**src/design/l2ami_defs.svh**
```systemverilog
// Purpose: constants of the level-two master interface
// Assumes: included by its bare name
// Notes: widths follow the address and user channels
`ifndef L2AMI_DEFS_SVH
`define L2AMI_DEFS_SVH
// issue limits per traffic class, in total and per direction
`define L2AMI_LIM_CP 5'h0F
`define L2AMI_LIM_DFILL 5'h04
`define L2AMI_LIM_IFILL 5'h08
`define L2AMI_LIM_NCRD 5'h04
`define L2AMI_LIM_NCWR 5'h08
`define L2AMI_LIM_EVICT 5'h04
`define L2AMI_LIM_DDI 5'h02
`define L2AMI_LIM_TOTAL 7'h58
`define L2AMI_LIM_WR1 7'h1D
`define L2AMI_LIM_WR2 7'h29
`define L2AMI_LIM_RD1 7'h1F
`define L2AMI_LIM_RD2 7'h2F
// burst, size and lock codes
`define L2AMI_FIXED 2'h0
`define L2AMI_INCR 2'h1
`define L2AMI_WRAP 2'h2
`define L2AMI_SZ8 3'h0
`define L2AMI_SZ32 3'h2
`define L2AMI_SZ64 3'h3
`define L2AMI_LEN1 4'h0
`define L2AMI_LEN2 4'h1
`define L2AMI_LEN4 4'h3
`define L2AMI_LEN8 4'h7
`define L2AMI_LK_NORM 2'h0
`define L2AMI_LK_EXCL 2'h1
`define L2AMI_LK_LOCK 2'h2
// read user field layout and source codes
`define L2AMI_U_SRC 8:7
`define L2AMI_U_SPEC 6
`define L2AMI_U_RSV 5
`define L2AMI_U_ATTR 4:1
`define L2AMI_U_SHR 0
`define L2AMI_SRC_P0 2'h0
`define L2AMI_SRC_P1 2'h2
`define L2AMI_SRC_CP 2'h1
`define L2AMI_ATTR_WT 4'h6
`endif

```
**src/design/l2ami_pkg.sv**
```systemverilog
// Purpose: types of the level-two master interface
// Assumes: constants come from l2ami_defs.svh
// Notes: class code doubles as the transaction id
package l2ami_pkg;
  // traffic classes, reads 0..6 and writes 7..13
  typedef enum logic [3:0] {
    CL_CP_RD = 4'h0, CL_P0_DFILL = 4'h1, CL_P0_IFILL = 4'h2, CL_P0_NCRD = 4'h3,
    CL_P1_DFILL = 4'h4, CL_P1_IFILL = 4'h5, CL_P1_NCRD = 4'h6,
    CL_CP_WR = 4'h7, CL_P0_NCWR = 4'h8, CL_P0_EVICT = 4'h9, CL_P0_DDI = 4'hA,
    CL_P1_NCWR = 4'hB, CL_P1_EVICT = 4'hC, CL_P1_DDI = 4'hD
  } l2ami_cls_t;
  // request from the processor side or coherency_slave_port
  typedef struct packed {
    l2ami_cls_t cls;
    logic [31:0] addr;
    logic [3:0] len;
    logic [2:0] size;
    logic [1:0] burst;
    logic [1:0] lock;
    logic excl;
    logic swap;
    logic ifetch;
    logic wthru;
    logic [3:0] attr;
    logic share;
    logic spec;
  } l2ami_req_t;
  // address channel of one master port
  typedef struct packed {
    logic write;
    l2ami_cls_t id;
    logic [31:0] addr;
    logic [3:0] len;
    logic [2:0] size;
    logic [1:0] burst;
    logic [1:0] lock;
    logic [8:0] user;
  } l2ami_ach_t;
  typedef struct packed {
    logic [63:0] data;
    logic [7:0] strb;
    logic last;
  } l2ami_wdat_t;
  // whole module state
  typedef struct packed {
    logic [13:0][4:0] cnt;
    logic [6:0] total;
    logic [1:0] av;
    l2ami_ach_t [1:0] ach;
    logic wbusy;
    logic wport;
    logic wv;
    l2ami_wdat_t w;
  } l2ami_st_t;
endpackage

```
**src/design/l2ami_top.sv**
```systemverilog
// Purpose: issue processor and coherency traffic onto one or two 64-bit master ports
// Assumes: completions come back tagged with the class id that was issued
// Notes: illegal processor shapes are legalised, not refused
// Function
// - master_port_zero always present, master_port_one optional, both 64-bit data.
// - master_port_one takes requests whose address lies in its filter window.
// - one processor: 29 writes, coherency 15, nc 8, evict 4, direct 2.
// - two processors: 41 writes, coherency 15 plus per-processor nc, evict, direct; the per-class limits here allow 43.
// - one processor: 31 reads, coherency 15, dfill 4, ifill 8, nc 4.
// - two processors: 47 reads, coherency 15 plus per-processor classes.
// - reads plus writes outstanding never exceed 88.
// - write data of different writes never interleaves.
// - coherency traffic passes with any length and size; FIXED bursts become INCR.
// - linefills are WRAP4 64-bit, evictions INCR4 64-bit.
// - instruction non-cacheable reads are WRAP4 64-bit.
// - nc 64-bit reads INCR 1-4 beats, nc 64-bit writes single beat.
// - nc 32-bit reads INCR 1-8 beats.
// - nc 32-bit writes 1-2 beats, 8 and 16-bit single beat.
// - exclusive accesses single-beat INCR of any size.
// - swaps locked single-beat INCR, 8 or 32 bits only.
// - WRAP only on 64-bit four-beat reads, bursts 32/64-bit, no FIXED.
// - port zero read user: bit6 speculative hint, bit5 zero, bit0 shareable.
// - user bits 8:7 carry source, 11 never driven.
// - user bits 4:1 carry the inner memory attribute.
// - write-through regions encode attribute as 0110.
`include "l2ami_defs.svh"
module l2ami_top #(
  parameter int NUM_CPU = 2,
  parameter bit HAS_PORT1 = 1'b1
) (
  // clock and reset
  input wire logic clock_i,
  input wire logic srst_i,
  // request stream
  input wire logic req_valid_i,
  input wire l2ami_pkg::l2ami_req_t req_i,
  output logic req_ready_o,
  // write data stream
  input wire logic wdat_valid_i,
  input wire l2ami_pkg::l2ami_wdat_t wdat_i,
  output logic wdat_ready_o,
  // master_port_one address filter, inclusive bounds
  input wire logic [31:0] port1_base_i,
  input wire logic [31:0] port1_limit_i,
  // address channels of both ports
  output logic [1:0] addr_valid_o,
  output l2ami_pkg::l2ami_ach_t [1:0] addr_o,
  input wire logic [1:0] addr_ready_i,
  // write data channels
  output logic [1:0] w_valid_o,
  output l2ami_pkg::l2ami_wdat_t w_o,
  input wire logic [1:0] w_ready_i,
  // completions, one per port group
  input wire logic rd_done_i,
  input wire l2ami_pkg::l2ami_cls_t rd_done_cls_i,
  input wire logic wr_done_i,
  input wire l2ami_pkg::l2ami_cls_t wr_done_cls_i,
  // status
  output logic [6:0] outstanding_o,
  output logic wr_busy_o
);
  import l2ami_pkg::*;

  l2ami_st_t st_reg;
  l2ami_st_t st_next;
  l2ami_ach_t form;
  logic tgt;
  logic is_wr;
  logic take;
  logic wtake;
  logic lim_ok;
  logic [6:0] rd_sum;
  logic [6:0] wr_sum;

  // ************************************************
  // class limits and source codes
  // ************************************************
  // per-processor limits fall to zero on processor one when absent
  function automatic logic [4:0] lim(input l2ami_cls_t c);
    logic two;
    two = (NUM_CPU > 1);
    unique case (c)
      CL_CP_RD, CL_CP_WR: lim = `L2AMI_LIM_CP;
      CL_P0_DFILL: lim = `L2AMI_LIM_DFILL;
      CL_P0_IFILL: lim = `L2AMI_LIM_IFILL;
      CL_P0_NCRD: lim = `L2AMI_LIM_NCRD;
      CL_P0_NCWR: lim = `L2AMI_LIM_NCWR;
      CL_P0_EVICT: lim = `L2AMI_LIM_EVICT;
      CL_P0_DDI: lim = `L2AMI_LIM_DDI;
      CL_P1_DFILL: lim = two ? `L2AMI_LIM_DFILL : 5'h00;
      CL_P1_IFILL: lim = two ? `L2AMI_LIM_IFILL : 5'h00;
      CL_P1_NCRD: lim = two ? `L2AMI_LIM_NCRD : 5'h00;
      CL_P1_NCWR: lim = two ? `L2AMI_LIM_NCWR : 5'h00;
      CL_P1_EVICT: lim = two ? `L2AMI_LIM_EVICT : 5'h00;
      CL_P1_DDI: lim = two ? `L2AMI_LIM_DDI : 5'h00;
      default: lim = 5'h00;
    endcase
  endfunction

  function automatic logic [1:0] src(input l2ami_cls_t c);
    unique case (c)
      CL_CP_RD, CL_CP_WR: src = `L2AMI_SRC_CP;
      CL_P1_DFILL, CL_P1_IFILL, CL_P1_NCRD, CL_P1_NCWR, CL_P1_EVICT, CL_P1_DDI: src = `L2AMI_SRC_P1;
      default: src = `L2AMI_SRC_P0;
    endcase
  endfunction

  // ************************************************
  // burst legalisation
  // ************************************************
  // shapes outside the processor subset are clamped rather than refused
  always_comb begin
    logic lf;
    lf = req_i.cls inside {CL_P0_DFILL, CL_P0_IFILL, CL_P1_DFILL, CL_P1_IFILL};
    form.write = is_wr;
    form.id = req_i.cls;
    form.addr = req_i.addr;
    form.len = `L2AMI_LEN1;
    form.size = req_i.size;
    form.burst = `L2AMI_INCR;
    form.lock = `L2AMI_LK_NORM;
    form.user = 9'h000;
    unique case (req_i.cls)
      CL_CP_RD, CL_CP_WR: begin
        form.len = req_i.len;
        form.lock = req_i.lock;
        form.burst = (req_i.burst == `L2AMI_FIXED) ? `L2AMI_INCR : req_i.burst;
      end
      CL_P0_DFILL, CL_P0_IFILL, CL_P1_DFILL, CL_P1_IFILL: begin
        form.len = `L2AMI_LEN4;
        form.size = `L2AMI_SZ64;
        form.burst = `L2AMI_WRAP;
      end
      CL_P0_EVICT, CL_P0_DDI, CL_P1_EVICT, CL_P1_DDI: begin
        form.len = `L2AMI_LEN4;
        form.size = `L2AMI_SZ64;
      end
      CL_P0_NCRD, CL_P1_NCRD: begin
        if (req_i.swap) begin
          form.lock = `L2AMI_LK_LOCK;
          form.size = (req_i.size == `L2AMI_SZ8) ? `L2AMI_SZ8 : `L2AMI_SZ32;
        end else if (req_i.excl) begin
          form.lock = `L2AMI_LK_EXCL;
        end else if (req_i.ifetch) begin
          form.len = `L2AMI_LEN4;
          form.size = `L2AMI_SZ64;
          form.burst = `L2AMI_WRAP;
        end else if (req_i.size == `L2AMI_SZ64) begin
          form.len = (req_i.len > `L2AMI_LEN4) ? `L2AMI_LEN4 : req_i.len;
        end else if (req_i.size == `L2AMI_SZ32) begin
          form.len = (req_i.len > `L2AMI_LEN8) ? `L2AMI_LEN8 : req_i.len;
        end
      end
      default: begin
        // processor writes, 32-bit may pair
        if (req_i.swap) begin
          form.lock = `L2AMI_LK_LOCK;
          form.size = (req_i.size == `L2AMI_SZ8) ? `L2AMI_SZ8 : `L2AMI_SZ32;
        end else if (req_i.excl) begin
          form.lock = `L2AMI_LK_EXCL;
        end else if (req_i.size == `L2AMI_SZ32) begin
          form.len = (req_i.len > `L2AMI_LEN2) ? `L2AMI_LEN2 : req_i.len;
        end
      end
    endcase
    if (!is_wr) begin
      form.user[`L2AMI_U_SRC] = src(req_i.cls);
      form.user[`L2AMI_U_SPEC] = req_i.spec & lf;
      form.user[`L2AMI_U_RSV] = 1'b0;
      form.user[`L2AMI_U_ATTR] = req_i.wthru ? `L2AMI_ATTR_WT : req_i.attr;
      form.user[`L2AMI_U_SHR] = req_i.share;
    end
  end

  // ************************************************
  // acceptance
  // ************************************************
  // address filter
  assign tgt = HAS_PORT1 && (req_i.addr >= port1_base_i) && (req_i.addr <= port1_limit_i);
  assign is_wr = (req_i.cls >= CL_CP_WR);
  assign lim_ok = (st_reg.cnt[req_i.cls] < lim(req_i.cls)) && (st_reg.total < `L2AMI_LIM_TOTAL);
  // one write in flight: a new write waits for the last beat of the previous one
  assign req_ready_o = lim_ok && (!st_reg.av[tgt] || addr_ready_i[tgt]) && !(is_wr && st_reg.wbusy);
  assign take = req_valid_i && req_ready_o;
  assign wdat_ready_o = st_reg.wbusy && (!st_reg.wv || w_ready_i[st_reg.wport]) && !(st_reg.wv && st_reg.w.last);
  assign wtake = wdat_valid_i && wdat_ready_o;

  // ************************************************
  // next state
  // ************************************************
  always_comb begin
    st_next = st_reg;
    for (int p = 0; p < 2; p++) begin
      if (st_reg.av[p] && addr_ready_i[p]) begin
        st_next.av[p] = 1'b0;
      end
    end
    if (take) begin
      st_next.av[tgt] = 1'b1;
      st_next.ach[tgt] = form;
      if (is_wr) begin
        st_next.wbusy = 1'b1;
        st_next.wport = tgt;
      end
    end
    // beats pass one at a time; the last one frees the write path
    if (st_reg.wv && w_ready_i[st_reg.wport]) begin
      st_next.wv = 1'b0;
      if (st_reg.w.last) begin
        st_next.wbusy = 1'b0;
      end
    end
    if (wtake) begin
      st_next.wv = 1'b1;
      st_next.w = wdat_i;
    end
    for (int i = 0; i < 14; i++) begin
      st_next.cnt[i] = st_reg.cnt[i] + 5'(take && (req_i.cls == i))
        - 5'(rd_done_i && (rd_done_cls_i == i)) - 5'(wr_done_i && (wr_done_cls_i == i));
    end
    st_next.total = st_reg.total + 7'(take) - 7'(rd_done_i) - 7'(wr_done_i);
  end

  always_ff @(posedge clock_i) begin
    if (srst_i) begin
      st_reg <= '0;
    end else begin
      st_reg <= st_next;
    end
  end

  assign addr_valid_o = st_reg.av;
  assign addr_o = st_reg.ach;
  assign w_valid_o = {st_reg.wv && st_reg.wport, st_reg.wv && !st_reg.wport};
  assign w_o = st_reg.w;
  assign outstanding_o = st_reg.total;
  assign wr_busy_o = st_reg.wbusy;

  // ************************************************
  // checks
  // ************************************************
  always_comb begin
    rd_sum = '0;
    wr_sum = '0;
    for (int i = 0; i < 7; i++) begin
      rd_sum = rd_sum + 7'(st_reg.cnt[i]);
      wr_sum = wr_sum + 7'(st_reg.cnt[i + 7]);
    end
  end

  property p_total;
    @(posedge clock_i) disable iff (srst_i) st_reg.total <= `L2AMI_LIM_TOTAL;
  endproperty
  a_total: assert property (p_total) else $error("total outstanding over limit");
  property p_rdcap;
    @(posedge clock_i) disable iff (srst_i) rd_sum <= ((NUM_CPU > 1) ? `L2AMI_LIM_RD2 : `L2AMI_LIM_RD1);
  endproperty
  a_rdcap: assert property (p_rdcap) else $error("read issue cap exceeded");
  property p_wrcap;
    @(posedge clock_i) disable iff (srst_i) wr_sum <= ((NUM_CPU > 1) ? `L2AMI_LIM_WR2 : `L2AMI_LIM_WR1);
  endproperty
  a_wrcap: assert property (p_wrcap) else $error("write issue cap exceeded");
  property p_nointlv;
    @(posedge clock_i) disable iff (srst_i) take && is_wr |=> st_reg.wbusy && !req_ready_o || !is_wr;
  endproperty
  a_nointlv: assert property (p_nointlv) else $error("second write taken while data pending");
  property p_wrap;
    @(posedge clock_i) disable iff (srst_i) st_reg.av[0] && st_reg.ach[0].burst == `L2AMI_WRAP
      && !(st_reg.ach[0].id inside {CL_CP_RD, CL_CP_WR}) // coherency traffic may wrap in any shape
      |-> !st_reg.ach[0].write && st_reg.ach[0].len == `L2AMI_LEN4 && st_reg.ach[0].size == `L2AMI_SZ64;
  endproperty
  a_wrap: assert property (p_wrap) else $error("wrap burst of wrong shape");
  property p_nofixed;
    @(posedge clock_i) disable iff (srst_i) st_reg.av[0] |-> st_reg.ach[0].burst != `L2AMI_FIXED;
  endproperty
  a_nofixed: assert property (p_nofixed) else $error("fixed burst issued");
  property p_user;
    @(posedge clock_i) disable iff (srst_i) st_reg.av[0] && !st_reg.ach[0].write
      |-> !st_reg.ach[0].user[`L2AMI_U_RSV] && st_reg.ach[0].user[`L2AMI_U_SRC] != 2'h3;
  endproperty
  a_user: assert property (p_user) else $error("reserved user code driven");
  property p_wt;
    @(posedge clock_i) disable iff (srst_i) take && !is_wr && req_i.wthru && !tgt
      |=> st_reg.ach[0].user[`L2AMI_U_ATTR] == `L2AMI_ATTR_WT && st_reg.av[0];
  endproperty
  a_wt: assert property (p_wt) else $error("write-through attribute wrong");
  property p_spec;
    @(posedge clock_i) disable iff (srst_i) take && !(req_i.cls inside {CL_P0_DFILL, CL_P0_IFILL,
      CL_P1_DFILL, CL_P1_IFILL}) |-> !form.user[`L2AMI_U_SPEC];
  endproperty
  a_spec: assert property (p_spec) else $error("speculative hint on non-linefill");
  property p_ncwr;
    @(posedge clock_i) disable iff (srst_i) take && req_i.cls inside {CL_P0_NCWR, CL_P1_NCWR}
      && req_i.size == `L2AMI_SZ64 |-> form.len == `L2AMI_LEN1;
  endproperty
  a_ncwr: assert property (p_ncwr) else $error("64-bit nc write not single");
  property p_port1;
    @(posedge clock_i) disable iff (srst_i) st_reg.av[1]
      |-> HAS_PORT1 && st_reg.ach[1].addr >= port1_base_i && st_reg.ach[1].addr <= port1_limit_i;
  endproperty
  a_port1: assert property (p_port1) else $error("absent port used");
  property p_cov_fill;
    @(posedge clock_i) disable iff (srst_i) take && req_i.cls == CL_P0_DFILL;
  endproperty
  c_fill: cover property (p_cov_fill);
  property p_cov_stall;
    @(posedge clock_i) disable iff (srst_i) req_valid_i && !lim_ok;
  endproperty
  c_stall: cover property (p_cov_stall);
  property p_cov_wr;
    @(posedge clock_i) disable iff (srst_i) take && is_wr ##[1:20] st_reg.wv && st_reg.w.last;
  endproperty
  c_wr: cover property (p_cov_wr);
endmodule

```
**config.mk**
```make
export PLATFORM = sky130hd
export DESIGN_NAME = l2ami_top
export DESIGN_NICKNAME = d
export VERILOG_FILES = /design/src/design/l2ami_pkg.sv /design/src/design/l2ami_top.sv
export VERILOG_INCLUDE_DIRS = /design/src /design/src/design
export SDC_FILE = /design/constraint.sdc
export NUM_CORES = 1
export LEC_CHECK = 0
export ABC_AREA = 1
export BUFFER_PORTS_ARGS = -buffer_cell sky130_fd_sc_hd__clkbuf_2
export CAP_MARGIN = 20
export CORE_MARGIN = 1.5
export CORE_UTILIZATION = 24
export DETAILED_ROUTE_END_ITERATION = 12
export PLACE_DENSITY_LB_ADDON = 0.08
export SYNTH_ARGS = -nofsm -noshare
export SYNTH_HDL_FRONTEND = slang
export SYNTH_SLANG_ARGS = --single-unit
```
**constraint.sdc**
```tcl
create_clock -name clock_i -period 4.7 [get_ports clock_i]
set_input_delay 0.705 -clock clock_i [delete_from_list [all_inputs] [get_ports clock_i]]
set_output_delay 0.705 -clock clock_i [all_outputs]
set_load 0.05 [all_outputs]
```
### Word level (Yosys, flattened, before mapping)

Memories as Yosys holds them, arrays and structs flattened.
Cells that the tools add are included.

* bits in registers: 269
* latch bits: 0
* RAM bits: 0
* memory bits (read-only): 96
* output and inout bits: 201
* word-level logic and storage cells: 263
* memories: 2

Memories
* (name not given): depth 16, width 4, read ports 1, clocked after Yosys merged registers in 0, wr ports 0, RTL line l2ami_top.sv:82 `unique case (c)`
* (name not given): depth 16, width 2, read ports 1, clocked after Yosys merged registers in 0, wr ports 0, RTL line l2ami_top.sv:101 `unique case (c)`

* add/subtract/negate cells: 45
* $mul: 0
* divide/modulo/power cells: 0
* $lt $le $gt $ge: 12
* equality and inequality tests: 41
* shifts and indexed selects: 0
* mux-type cells: 46
* bitwise logic cells: 2
* reductions and logical operators: 77

Operators with widths (number)
* subtractor 5 x 1 -> 5 bit: 28
* two-way mux 118 bit: 1
* bitwise mux 114 bit: 1
* two-way mux 74 bit: 1
* == test 4 bit, second input constant: 18
* adder 5 x 1 -> 5 bit: 14
* logical AND 1 bit: 58
* demux 57 bit (select 1 bit): 1
* two-way mux 57 bit: 1
* == test 4 x 3 -> 1 bit, second input constant: 12
* two-way mux 4 bit: 11
* >= comparator 32 bit: 1
* less-or-equal comparator 32 bit: 1
* == test 4 x 2 -> 1 bit, second input constant: 6
* binary-select mux 5 bit (select 4 bit): 1
* two-way mux 9 bit: 2
* subtractor 7 x 1 -> 7 bit: 2
* two-way mux 1 bit: 13
* == test 4 x 1 -> 1 bit, second input constant: 3
* zero test 4 bit: 3
* case mux 4 bit (3 select lines): 1
* two-way mux 2 bit: 5
* two-way mux 5 bit: 2
* case mux 3 bit (3 select lines): 1
* other kinds (27): 36

### Depth between registers and ports, before layout

Gate-level depths: netlist of run 1.

* word-level depth: 13
* depth in mapped cells: 33
* depth with buffers taken out: 32

### Worst setup path after synthesis of run 1

OpenSTA, ideal clock, no wires.

* kind: input port to flip-flop
* start: in req_i[53] in the netlist's numbering
* end: reg st_reg[257] in the netlist's numbering
* arrival: 4.163 ns
* path slack: 0.409 ns
* stages on the path: 23
* buffers on the path: 4
* path through: clkinv_1 > clkbuf_1 > clkbuf_1 > a21oi_1 > o21ai_0 > a21oi_1 > a2111o_1 > ha_1 > a21oi_1 > nand2_1 > a21oi_1 > nand2_1 > nor2_8 > buf_6 > nand2_1 > buf_2 > nor3_2 > ha_1 > ha_1 > inv_1 > fa_1 > xor2_1 > nor2_1

* cells in the longest elaborated chain, start to end: 11

RTL lines
* start, declared: RTL line l2ami_top.sv:36 `input wire l2ami_pkg::l2ami_req_t req_i,`
* binary-select mux 5 bit (select 4 bit): RTL line l2ami_top.sv:181 `` assign lim_ok = (st_reg.cnt[req_i.cls] < lim(req_i.cls)) && (st_reg.total < `L2AMI_LIM_TOTAL); ``
* two-way mux 5 bit (not written as such): RTL line l2ami_top.sv:181
* < comparator 5 bit: RTL line l2ami_top.sv:181
* logical AND 1 bit: RTL line l2ami_top.sv:181
* logical AND 1 bit (2 in series): RTL line l2ami_top.sv:183 `assign req_ready_o = lim_ok && (!st_reg.av[tgt] || addr_ready_i[tgt]) && !(is_wr && st_reg.wbusy);`
* logical AND 1 bit: RTL line l2ami_top.sv:184 `assign take = req_valid_i && req_ready_o;`
* logical AND 1 bit (*): RTL line l2ami_top.sv:218 `st_next.cnt[i] = st_reg.cnt[i] + 5'(take && (req_i.cls == i))`
* adder 5 x 1 -> 5 bit (*): RTL line l2ami_top.sv:218
* subtractor 5 x 1 -> 5 bit (*) (2 in series): RTL line l2ami_top.sv:219 `- 5'(rd_done_i && (rd_done_cls_i == i)) - 5'(wr_done_i && (wr_done_cls_i == i));`
* end signal, assigned: RTL line l2ami_top.sv:228 `st_reg <= st_next;`
* end, declared: RTL line l2ami_top.sv:64 `l2ami_st_t st_reg;`

Every way passes the cells marked *; elsewhere a longest branch is shown, timed or not. The select of a mux whose other input is x is not followed.
A chain may end at the register's enable or synchronous reset.

### Worst setup path in the final report of run 1

* start: in req_i[53] in the netlist's numbering
* end: out req_ready_o

* cells in the longest elaborated chain, start to end: 6

RTL lines
* binary-select mux 5 bit (select 4 bit): RTL line l2ami_top.sv:181
* two-way mux 5 bit (not written as such): RTL line l2ami_top.sv:181
* < comparator 5 bit: RTL line l2ami_top.sv:181
* logical AND 1 bit: RTL line l2ami_top.sv:181
* logical AND 1 bit: RTL line l2ami_top.sv:183
* logical AND 1 bit (*): RTL line l2ami_top.sv:183
* end, declared: RTL line l2ami_top.sv:37 `output logic req_ready_o,`

Marked as above.

==> results of run 1 <==
## power by group
part	total [mW]	switching [mW]	leakage, nW	internal, mW
registers	2.71	0.178	2.19	2.53
clock network	2.80	1.18	0.592	1.62
logic	2.36	1.69	6.89	0.671
total	7.86	3.04	9.68	4.82
## worst reg2reg max path, stage by stage, from the launching register on
cell and delay, ps:
dfxtp_1 350, o21ai_0 330, a21oi_1 120, a2111o_1 400
ha_1 220, nor2_1 80, o21ai_1 60, a21oi_1 190
nand2_1 70, a21oi_1 130, nand2_1 140, nor2_8 130
nand2_1 100, inv_1 120, nand2_1 130, nor2_1 140
ha_1 150, ha_1 130, inv_1 60, fa_1 370
xor2_1 130, nor2_1 50
## placed cells by master (no fill, tap or decap), types with 10 or more instances in the layout
| master | Yosys | final |
|---|---|---|
| o21ai_0 | 63 | 63 |
| clkbuf_16 | 0 | 38 |
| nand2_1 | 409 | 407 |
| dfxtp_1 | 269 | 269 |
| a211oi_1 | 10 | 10 |
| nand3_1 | 31 | 31 |
| xor2_1 | 21 | 21 |
| ha_1 | 151 | 151 |
| fa_1 | 30 | 30 |
| nand4_1 | 106 | 106 |
| clkbuf_2 | 0 | 409 |
| nor2_1 | 374 | 374 |
| inv_1 | 320 | 319 |
| a21oi_1 | 171 | 171 |
| buf_4 | 201 | 27 |
## how the worst max path moves through the flow
stage	to	depth (start not counted)
2_1_floorplan	st_reg[257]	23
3_3_place_gp	st_reg[222]	24
3_5_place_dp	st_reg[222]	24
4_1_cts	req_ready_o	15
5_1_grt	req_ready_o	15
6_report	req_ready_o	15
## cell type report
class	count	area (um2)	area share, %
multi-input combinational	1423	8170	41.8
sequential	269	5390	27.6
timing repair buffer	442	2370	12.1
inverter	327	1240	6.33
tap	931	1160	5.97
clock buffer	54	1090	5.59
clock inverter	11	98.8	0.506
antenna	3	7.51	0.0385
## cell usage after synthesis (3+ instances only)
cell        n
clkbuf_1   44
ha_1      151
nor2_4      3
buf_2      11
nand3_1    31
inv_1     320
buf_6      11
buf_1      29
a21o_1      9
nand2_1   409
a211oi_1   10
nor2_1    374
xnor2_1     7
xor2_1     21
nor3_2      5
buf_4     201
a21oi_1   171
nand4_1   106
nor3_1      7
a2111o_1    3
dfxtp_1   269
o21ai_0    63
fa_1       30
## stage by stage
stage,setup slack (ps),area (um2)
finish,230,19500
global route,32.0,19500
CTS,324,19500
detailed placement,157,18300
global placement,149,18300
floorplan,409,16700
## layer usage
| metal | share of wire, % | track usage, % | vias up | wire length, um |
|---|---|---|---|---|
| li1 | - | - | 7498 | - |
| met2 | 47 | 26.8 | 333 | 27800 |
| met1 | 45 | 20.9 | 6866 | 26700 |
| met3 | 5.8 | 3.92 | 73 | 3470 |
| met5 | 0.11 | 0 | - | 65 |
| met4 | 2.2 | 4.88 | 8 | 1330 |
## logic make-up after synthesis
kind of cell / Yosys count / share of synthesized area (%)
adder cells (fa/ha/maj): 181 / 14.9
flip-flops: 269 / 32.2
XOR/XNOR: 28 / 1.46
multiplexers: 1 / 0.0672
AO/OA/AOI/OAI: 269 / 8.64
AND/OR/NAND/NOR: 944 / 23.7
buffers and inverters: 623 / 19.1
==> metrics, run 1 <==
DRT iter0 DRCs=approximately 690; total chip power=7.86 mW; post-synth top area cell=dfxtp_1; Min Clock Period, post-route=4470 ps; Placer Congestion=0.826; TritonRoute pass-1 iters=5; nets@finish=2894; Worst path slowest cell=o21ai_0; CTS sink cnt=~270; final slew viol count=0; grt ovf=0; Hold-fix buffers, CTS=0; min-delay src=wdat_i[18]; clk_lat worst skew=560 ps; Top delay family on crit path=compound AO/OA/AOI/OAI gates; final hold violation count=0; final number of setup-violating endpoints=0; post-synthesis async set-or-reset flop share=0%; share of layout cells above drive strength 1=20.7%; Final Non-Filler Cells=3460; Port-buffer cells=around 410; Leakage=a little under 10 nW; sum of negative setup slack=0 ps; Peak Freq=224 MHz; CTS tree=done; Mapped Nets=between 2000 and 3000; maximum VDD drop=213 uV; Total GRT Usage=between 10% and 20%; Clock transition at path regs=around 50 ps; Die ar.=slightly above 0.07 mm2; worst path bufs/invs=4; Tcrit/Tclk final=a little over nine tenths; first-pass GRT wire length=88200 um; Reg-to-Reg End=st_reg[202]; FILL cells=7643; unrepaired setup endpoints after global routing=false; fraction of the yosys area taken by sequential cells=between 30% and 40%; root buf cell=clkbuf_16; CP cell instances=clkbuf_2 -> clkinv_1 -> o21ai_0 -> a21oi_1 -> a2111o_1 -> ha_1 -> nor2_1 -> o21ai_1 -> a21oi_1 -> nand2_1 -> a21oi_1 -> nand2_1 -> nor2_8 -> buf_12 -> buf_12; Die X=267 um; core box area=0.0688 mm2; Initial Utilization=24.3%; Synth Register Bits=between 200 and 300; total CTS buffers=38; most frequent CP cell=a21oi_1; DRC violations left=0; antenna violations before repair=8; status=complete, no violations; post-CTS setup buffer count=0; Worst Setup SP=req_i[53]; Startpoint Class=input port; number of top-level pins=~410; Post-Route Skew=23.3 ps; vias per inst=about 4.3; Primary FF master, synth=dfxtp_1; Max Buffers Root-to-Sink=3; Fin Hold WS=363 ps; reg2reg path depth=21; pin count of the biggest net entering global routing=108; Wirelength per Cell=about 17 um; Setup Crit Path Kind=in2out; worst reg-to-reg setup slack=roughly 960 ps; antenna violation net count after detailed routing=0; worst hold stages=3; Req. time, crit path=between 3000 and 4000 ps; fin util=28.4%; area growth from synthesis to final layout=16.6%; EDFF count, synth=0; min-delay worst type=in2reg; Mapped Cells=2315; Vert. Die Dim=around 270 um; Cell Rows=96; worst path arrival time=3770 ps; synth warn=0; Synth cell types=43; worst-margin pin slew=1030 ps; cell count after placement=3392; synthesized cell area=0.0167 mm2; Mapped Avg Cell Area=7.23 um2; routed via count=14800; Slew Limit Headroom=31.6%; slowest cell delay on critical path=430 ps; final WL=between 50000 and 60000 um; nature of the critical path endpoint=output pin; max-cap violations=0; number of global-route vias before repair=14500; pwr/cell area=403 mW/mm2; Worst Hold Path EP=w_o[18]; H-tree depth=2; Post-CTS Resized=0; top cells by area, synth=dfxtp_1 (32%), ha_1 (11%), nand2_1 (9.2%); DP Wirelength=approximately 45000 um; FF-to-FF Start=st_reg[257]; critical path fanouts, max=107; Synth top area share=32.2%
(Power assumes the default switching activity.)
==> inputs of run 2 (changes only) <==
==> constraint.sdc (replaced) <==
create_clock -name clock_i -period 4.38 [get_ports clock_i]
set_input_delay 0.657 -clock clock_i [delete_from_list [all_inputs] [get_ports clock_i]]
set_output_delay 0.657 -clock clock_i [all_outputs]
set_load 0.05 [all_outputs]
==> metrics, run 2 (synthesis gave the netlist of run 1 again) <==
pin count of the biggest net entering global routing=83; fin area=0.0197 mm2; Min Clock Period, post-route=3960 ps; DRC violations left=0; Startpoint Class=input port; Worst Hold Path EP=w_o[16]; FF-to-FF Start=st_reg[240]; unrepaired setup endpoints after global routing=false; Req. time, crit path=4780 ps; share of layout cells above drive strength 1=roughly a fifth; min-delay src=wdat_i[16]; Seq pwr share=33.8%; worst hold stages=3; Vert. Die Dim=267 um; number of global-route vias before repair=14800; total chip power=8.59 mW; Clock power frac=36.4%; Clock transition at path regs=roughly 60 ps; Psw=~3.2 mW; worst path arrival time=4360 ps; status=complete, no violations; nature of the critical path endpoint=flip-flop; Tcrit/Tclk final=between 90 and 100%; reg2reg path depth=19; FF/Latch Area=0.00539 mm2; Post-CTS Resized=0; sum of negative setup slack=0 ps; routed via count=14800; Reg-to-Reg End=st_reg[211]; Setup Crit Path Kind=in2reg; area growth from synthesis to final layout=17.7%; FILL cells=7682; Placer Congestion=0.837; Wirelength per Cell=roughly 17 um; pwr/cell area=436 mW/mm2; Hold-fix buffers, CTS=0; area of the multi-input gates=0.00817 mm2; Die X=267 um; grt ovf=0; Total GRT Usage=16.3%; antenna violations before repair=8; critical path fanouts, max=12; cell count after placement=3409; nets@finish=2911; post-CTS setup buffer count=0; worst reg-to-reg setup slack=580 ps; worst-margin pin slew=slightly below 1000 ps; H-tree depth=2; Worst Setup SP=req_i[53]; core box area=around 0.069 mm2; internal power=5.37 mW; maximum VDD drop=222 uV; root buf cell=clkbuf_16; commonest non-fill, non-tap cell in the layout=clkbuf_2; Post-Route Skew=16.2 ps; Port-buffer cells=412; placed inst area=0.0185 mm2; combinational fraction of design power=29.8%; vias per inst=approximately 4.3; antenna violation net count after detailed routing=0; Net Sw Frac=37.4%; total CTS buffers=38; min-delay worst type=in2reg; Initial Utilization=24.3%; max-cap violations=0; CTS tree=done; Final Non-Filler Cells=3476; Max Buffers Root-to-Sink=3; Slew Limit Headroom=about a third; final WL=59000 um; final slew viol count=0; Die ar.=0.0714 mm2; CTS sink cnt=269; Fin Hold WS=334 ps; first-pass GRT wire length=88400 um; clk_lat worst skew=between 500 and 600 ps; Leakage=9.78 nW; number of top-level pins=413; DRT iter0 DRCs=620; final hold violation count=0; Cell Rows=96; TritonRoute pass-1 iters=6; final number of setup-violating endpoints=0; most frequent cells in the layout=clkbuf_2 (409), nand2_1 (407), nor2_1 (374), inv_1 (319), dfxtp_1 (269); Peak Freq=253 MHz; DP Wirelength=45700 um
[run 2: area by class of cell]
cell class / count / share of cell area [%]
tap: 931 / 5.91
inverter: 327 / 6.27
clock buffer: 53 / 5.58
antenna: 4 / 0.0508
multi-input combinational: 1423 / 41.5
sequential: 269 / 27.3
timing repair buffer: 459 / 12.7
clock inverter: 10 / 0.667
[run 2: layer usage]
metal	vias to the layer above	wire, um	GRT usage (%)
li1	7537	-	-
met1	6841	26600	20.8
met2	335	27900	27.3
met3	63	3330	3.61
met4	8	1090	4.56
met5	-	52	0
[run 2: worst max-delay path by stage]
stage	to	slack, ps	cells past startpoint
after floorplan	st_reg[257]	140	23
after global placement	st_reg[211]	-170	21
after detailed placement	st_reg[222]	-140	23
after CTS	st_reg[222]	470	23
after global routing	outstanding_o[5]	80	23
final	st_reg[211]	420	21
[run 2: critical path: stages]
cell,delay [ps]
clkbuf_2,130
buf_4,190
o21ai_0,470
a21oi_1,140
a2111o_1,400
ha_1,290
nand2_1,60
a21oi_1,40
nand2_1,60
nand2_1,60
a21oi_1,130
nand2_1,140
nor2_8,110
nand2_1,110
buf_4,190
nor3_2,190
ha_1,240
ha_1,220
fa_1,420
inv_1,60
nor2_1,30
[run 2: power by group through the flow]
stage / Combinational, mW / Clock, mW / Sequential (mW)
finish: 2.56 / 3.12 / 2.90
global placement: 2.58 / 0 / 2.96
floorplan: 2.08 / 0 / 2.88
global route: 2.85 / 3.36 / 2.94
detailed placement: 2.60 / 0 / 2.96
CTS: 2.61 / 3.26 / 2.91
[run 2: metrics by stage]
stage | utilization, % | setup slack (ps)
detailed placement | 26.8 | -135
global route | 28.6 | 75.6
CTS | 28.6 | 470
finish | 28.6 | 422
floorplan | - | 137
global placement | 26.8 | -166
==> inputs of run 3 (changes only) <==
--- a/config.mk
+++ b/config.mk
@@ -7,11 +7,12 @@
 export NUM_CORES = 1
 export LEC_CHECK = 0
 export ABC_AREA = 1
-export BUFFER_PORTS_ARGS = -buffer_cell sky130_fd_sc_hd__clkbuf_2
 export CAP_MARGIN = 20
 export CORE_MARGIN = 1.5
 export CORE_UTILIZATION = 24
+export CTS_CLUSTER_SIZE = 28
 export DETAILED_ROUTE_END_ITERATION = 12
+export DONT_BUFFER_PORTS = 1
 export PLACE_DENSITY_LB_ADDON = 0.08
 export SYNTH_ARGS = -nofsm -noshare
 export SYNTH_HDL_FRONTEND = slang
==> metrics, run 3 (synthesis gave the netlist of run 1 again) <==
status=complete, no violations; worst-margin pin slew=922 ps; reg2reg path depth=21; unrepaired setup endpoints after global routing=false; max-cap violations=0; first-pass GRT wire length=around 84000 um; Post-Route Skew=between 15 and 20 ps; Setup Crit Path Kind=reg2out; Worst Hold Path EP=w_o[48]; Top delay family on crit path=compound AO/OA/AOI/OAI gates; pin count of the biggest net entering global routing=138; Clock transition at path regs=50 ps; nature of the critical path endpoint=output pin; area growth from synthesis to final layout=4.98%; maximum VDD drop=226 uV; nets@finish=2492; min-delay worst type=in2reg; final number of setup-violating endpoints=0; min-delay src=srst_i; TritonRoute pass-1 iters=5; final slew viol count=0; Peak Freq=around 250 MHz; Initial Utilization=about a quarter; worst hold stages=1; sum of negative setup slack=0 ps; critical path fanouts, max=76; Wirelength per Cell=18.9 um; Slew Limit Headroom=38.3%; worst reg-to-reg setup slack=520 ps; most frequent cells in the layout=nand2_1 (407), nor2_1 (374), inv_1 (319), dfxtp_1 (269), a21oi_1 (171); Port-buffer cells=0; worst path arrival time=3400 ps; grt ovf=0; DRT iter0 DRCs=around 640; slowest cell delay on critical path=roughly 440 ps; most frequent CP cell=nand2_1; CTS sink cnt=269; CP cell instances=o21ai_0 -> a21oi_1 -> a2111o_1 -> ha_1 -> nand2_1 -> a21oi_1 -> nand2_1 -> nand2_1 -> a21oi_1 -> nand2_1 -> nor2_8 -> buf_4 -> buf_12; DRC violations left=0; Total GRT Usage=15.8%; final WL=roughly 58000 um; Hold-fix buffers, CTS=0; Die ar.=approximately 0.071 mm2; vias per inst=4.36; post-CTS setup buffer count=0; share of layout cells above drive strength 1=5.78%; DP Wirelength=43300 um; antenna violations before repair=6; Post-CTS Resized=0; Die X=267 um; FF/Latch Area=between 0.005 and 0.006 mm2; Req. time, crit path=roughly 3700 ps; FF-to-FF Start=st_reg[221]; total CTS buffers=39; Vert. Die Dim=~270 um; commonest non-fill, non-tap cell in the layout=nand2_1; pwr/cell area=471 mW/mm2; Max Buffers Root-to-Sink=3; H-tree depth=2; worst path bufs/invs=2; Inserted Diodes=0; core box area=0.0688 mm2; clk_lat worst skew=560 ps; CTS tree=done; antenna violation net count after detailed routing=0; Worst path slowest cell=o21ai_0; Placer Congestion=~0.82; final hold violation count=0; Startpoint Class=flip-flop; Reg-to-Reg End=st_reg[222]; number of global-route vias before repair=13100; Min Clock Period, post-route=between 4000 and 5000 ps; root buf cell=clkbuf_16; fin util=between 20% and 30%; Tcrit/Tclk final=92.7%; FILL cells=~7700; Cell Rows=96; number of top-level pins=413; routed via count=13300; area of the multi-input gates=0.00817 mm2; Leakage=about 7.9 nW
==> run 3: cell count changes in the layout (fill, tap and decap cells not counted), sizes merged <==
cell / before / now
clkbuf: 462 / 55
diode: 4 / 0
clkinv: 7 / 11
bufinv: 3 / 2
buf: 50 / 39
clkinvlp: 1 / 2
==> run 3: worst max-delay path by stage <==
| stage | startpoint | end | slack [ps] | depth (start not counted) |
|---|---|---|---|---|
| finish | st_reg[221] | req_ready_o | 320 | 13 |
| floorplan | req_i[53] | st_reg[257] | 140 | 23 |
| detailed placement | req_i[53] | st_reg[222] | 100 | 23 |
| global route | st_reg[221] | req_ready_o | 160 | 11 |
| global placement | req_i[53] | st_reg[241] | 190 | 21 |
| CTS | st_reg[221] | req_ready_o | 310 | 11 |
==> run 3: worst reg2reg max path, cell delays in order, from the launching register on <==
cell	delay [ps]
dfxtp_1	360
o21ai_0	440
a21oi_1	140
a2111o_1	400
ha_1	310
nand2_1	70
a21oi_1	40
nand2_1	70
nand2_1	60
a21oi_1	130
nand2_1	140
nor2_8	110
nand2_1	100
inv_1	130
nand2_1	150
nor2_1	170
ha_1	170
ha_1	140
inv_1	60
fa_1	370
xor2_1	150
nor2_1	50
==> run 3: where the power goes <==
| group | leakage, nW | internal [mW] | total [mW] | switching [mW] |
|---|---|---|---|---|
| clock network | 0.624 | 1.91 | 3.16 | 1.25 |
| registers | 2.19 | 2.71 | 3.58 | 0.873 |
| logic | 5.13 | 0.553 | 1.54 | 0.983 |
| total | 7.95 | 5.17 | 8.28 | 3.11 |
==> run 3: cell type report <==
cell class / count / area share, %
flip-flops and latches: 269 / 30.6
clock buffers: 55 / 6.41
inverters: 327 / 7.03
repair buffers: 39 / 2.02
clock inverters: 14 / 0.797
multi-input cells: 1423 / 46.5
well taps: 931 / 6.63
==> run 3: metal layers <==
metal	up-vias	part of all wire, %	wire [um]	global-route usage (%)
li1	6683	-	-	-
met1	6195	42	24000	18.8
met2	341	46	26400	25.6
met3	96	9.8	5660	6.66
met4	10	2.8	1630	4.84
met5	-	0.099	57	0
==> run 3: per-stage QoR <==
step	total power [mW]	hold slack (ps)	instance area, um2	instances	setup slack, ps
3_3_place_gp	5.20	550	16300	2989	194
6_report	8.28	167	17600	3058	319
2_1_floorplan	4.97	425	16700	2315	137
3_5_place_dp	5.22	553	16300	2989	104
5_1_grt	8.82	120	17600	3058	157
4_1_cts	8.49	115	17600	3058	314
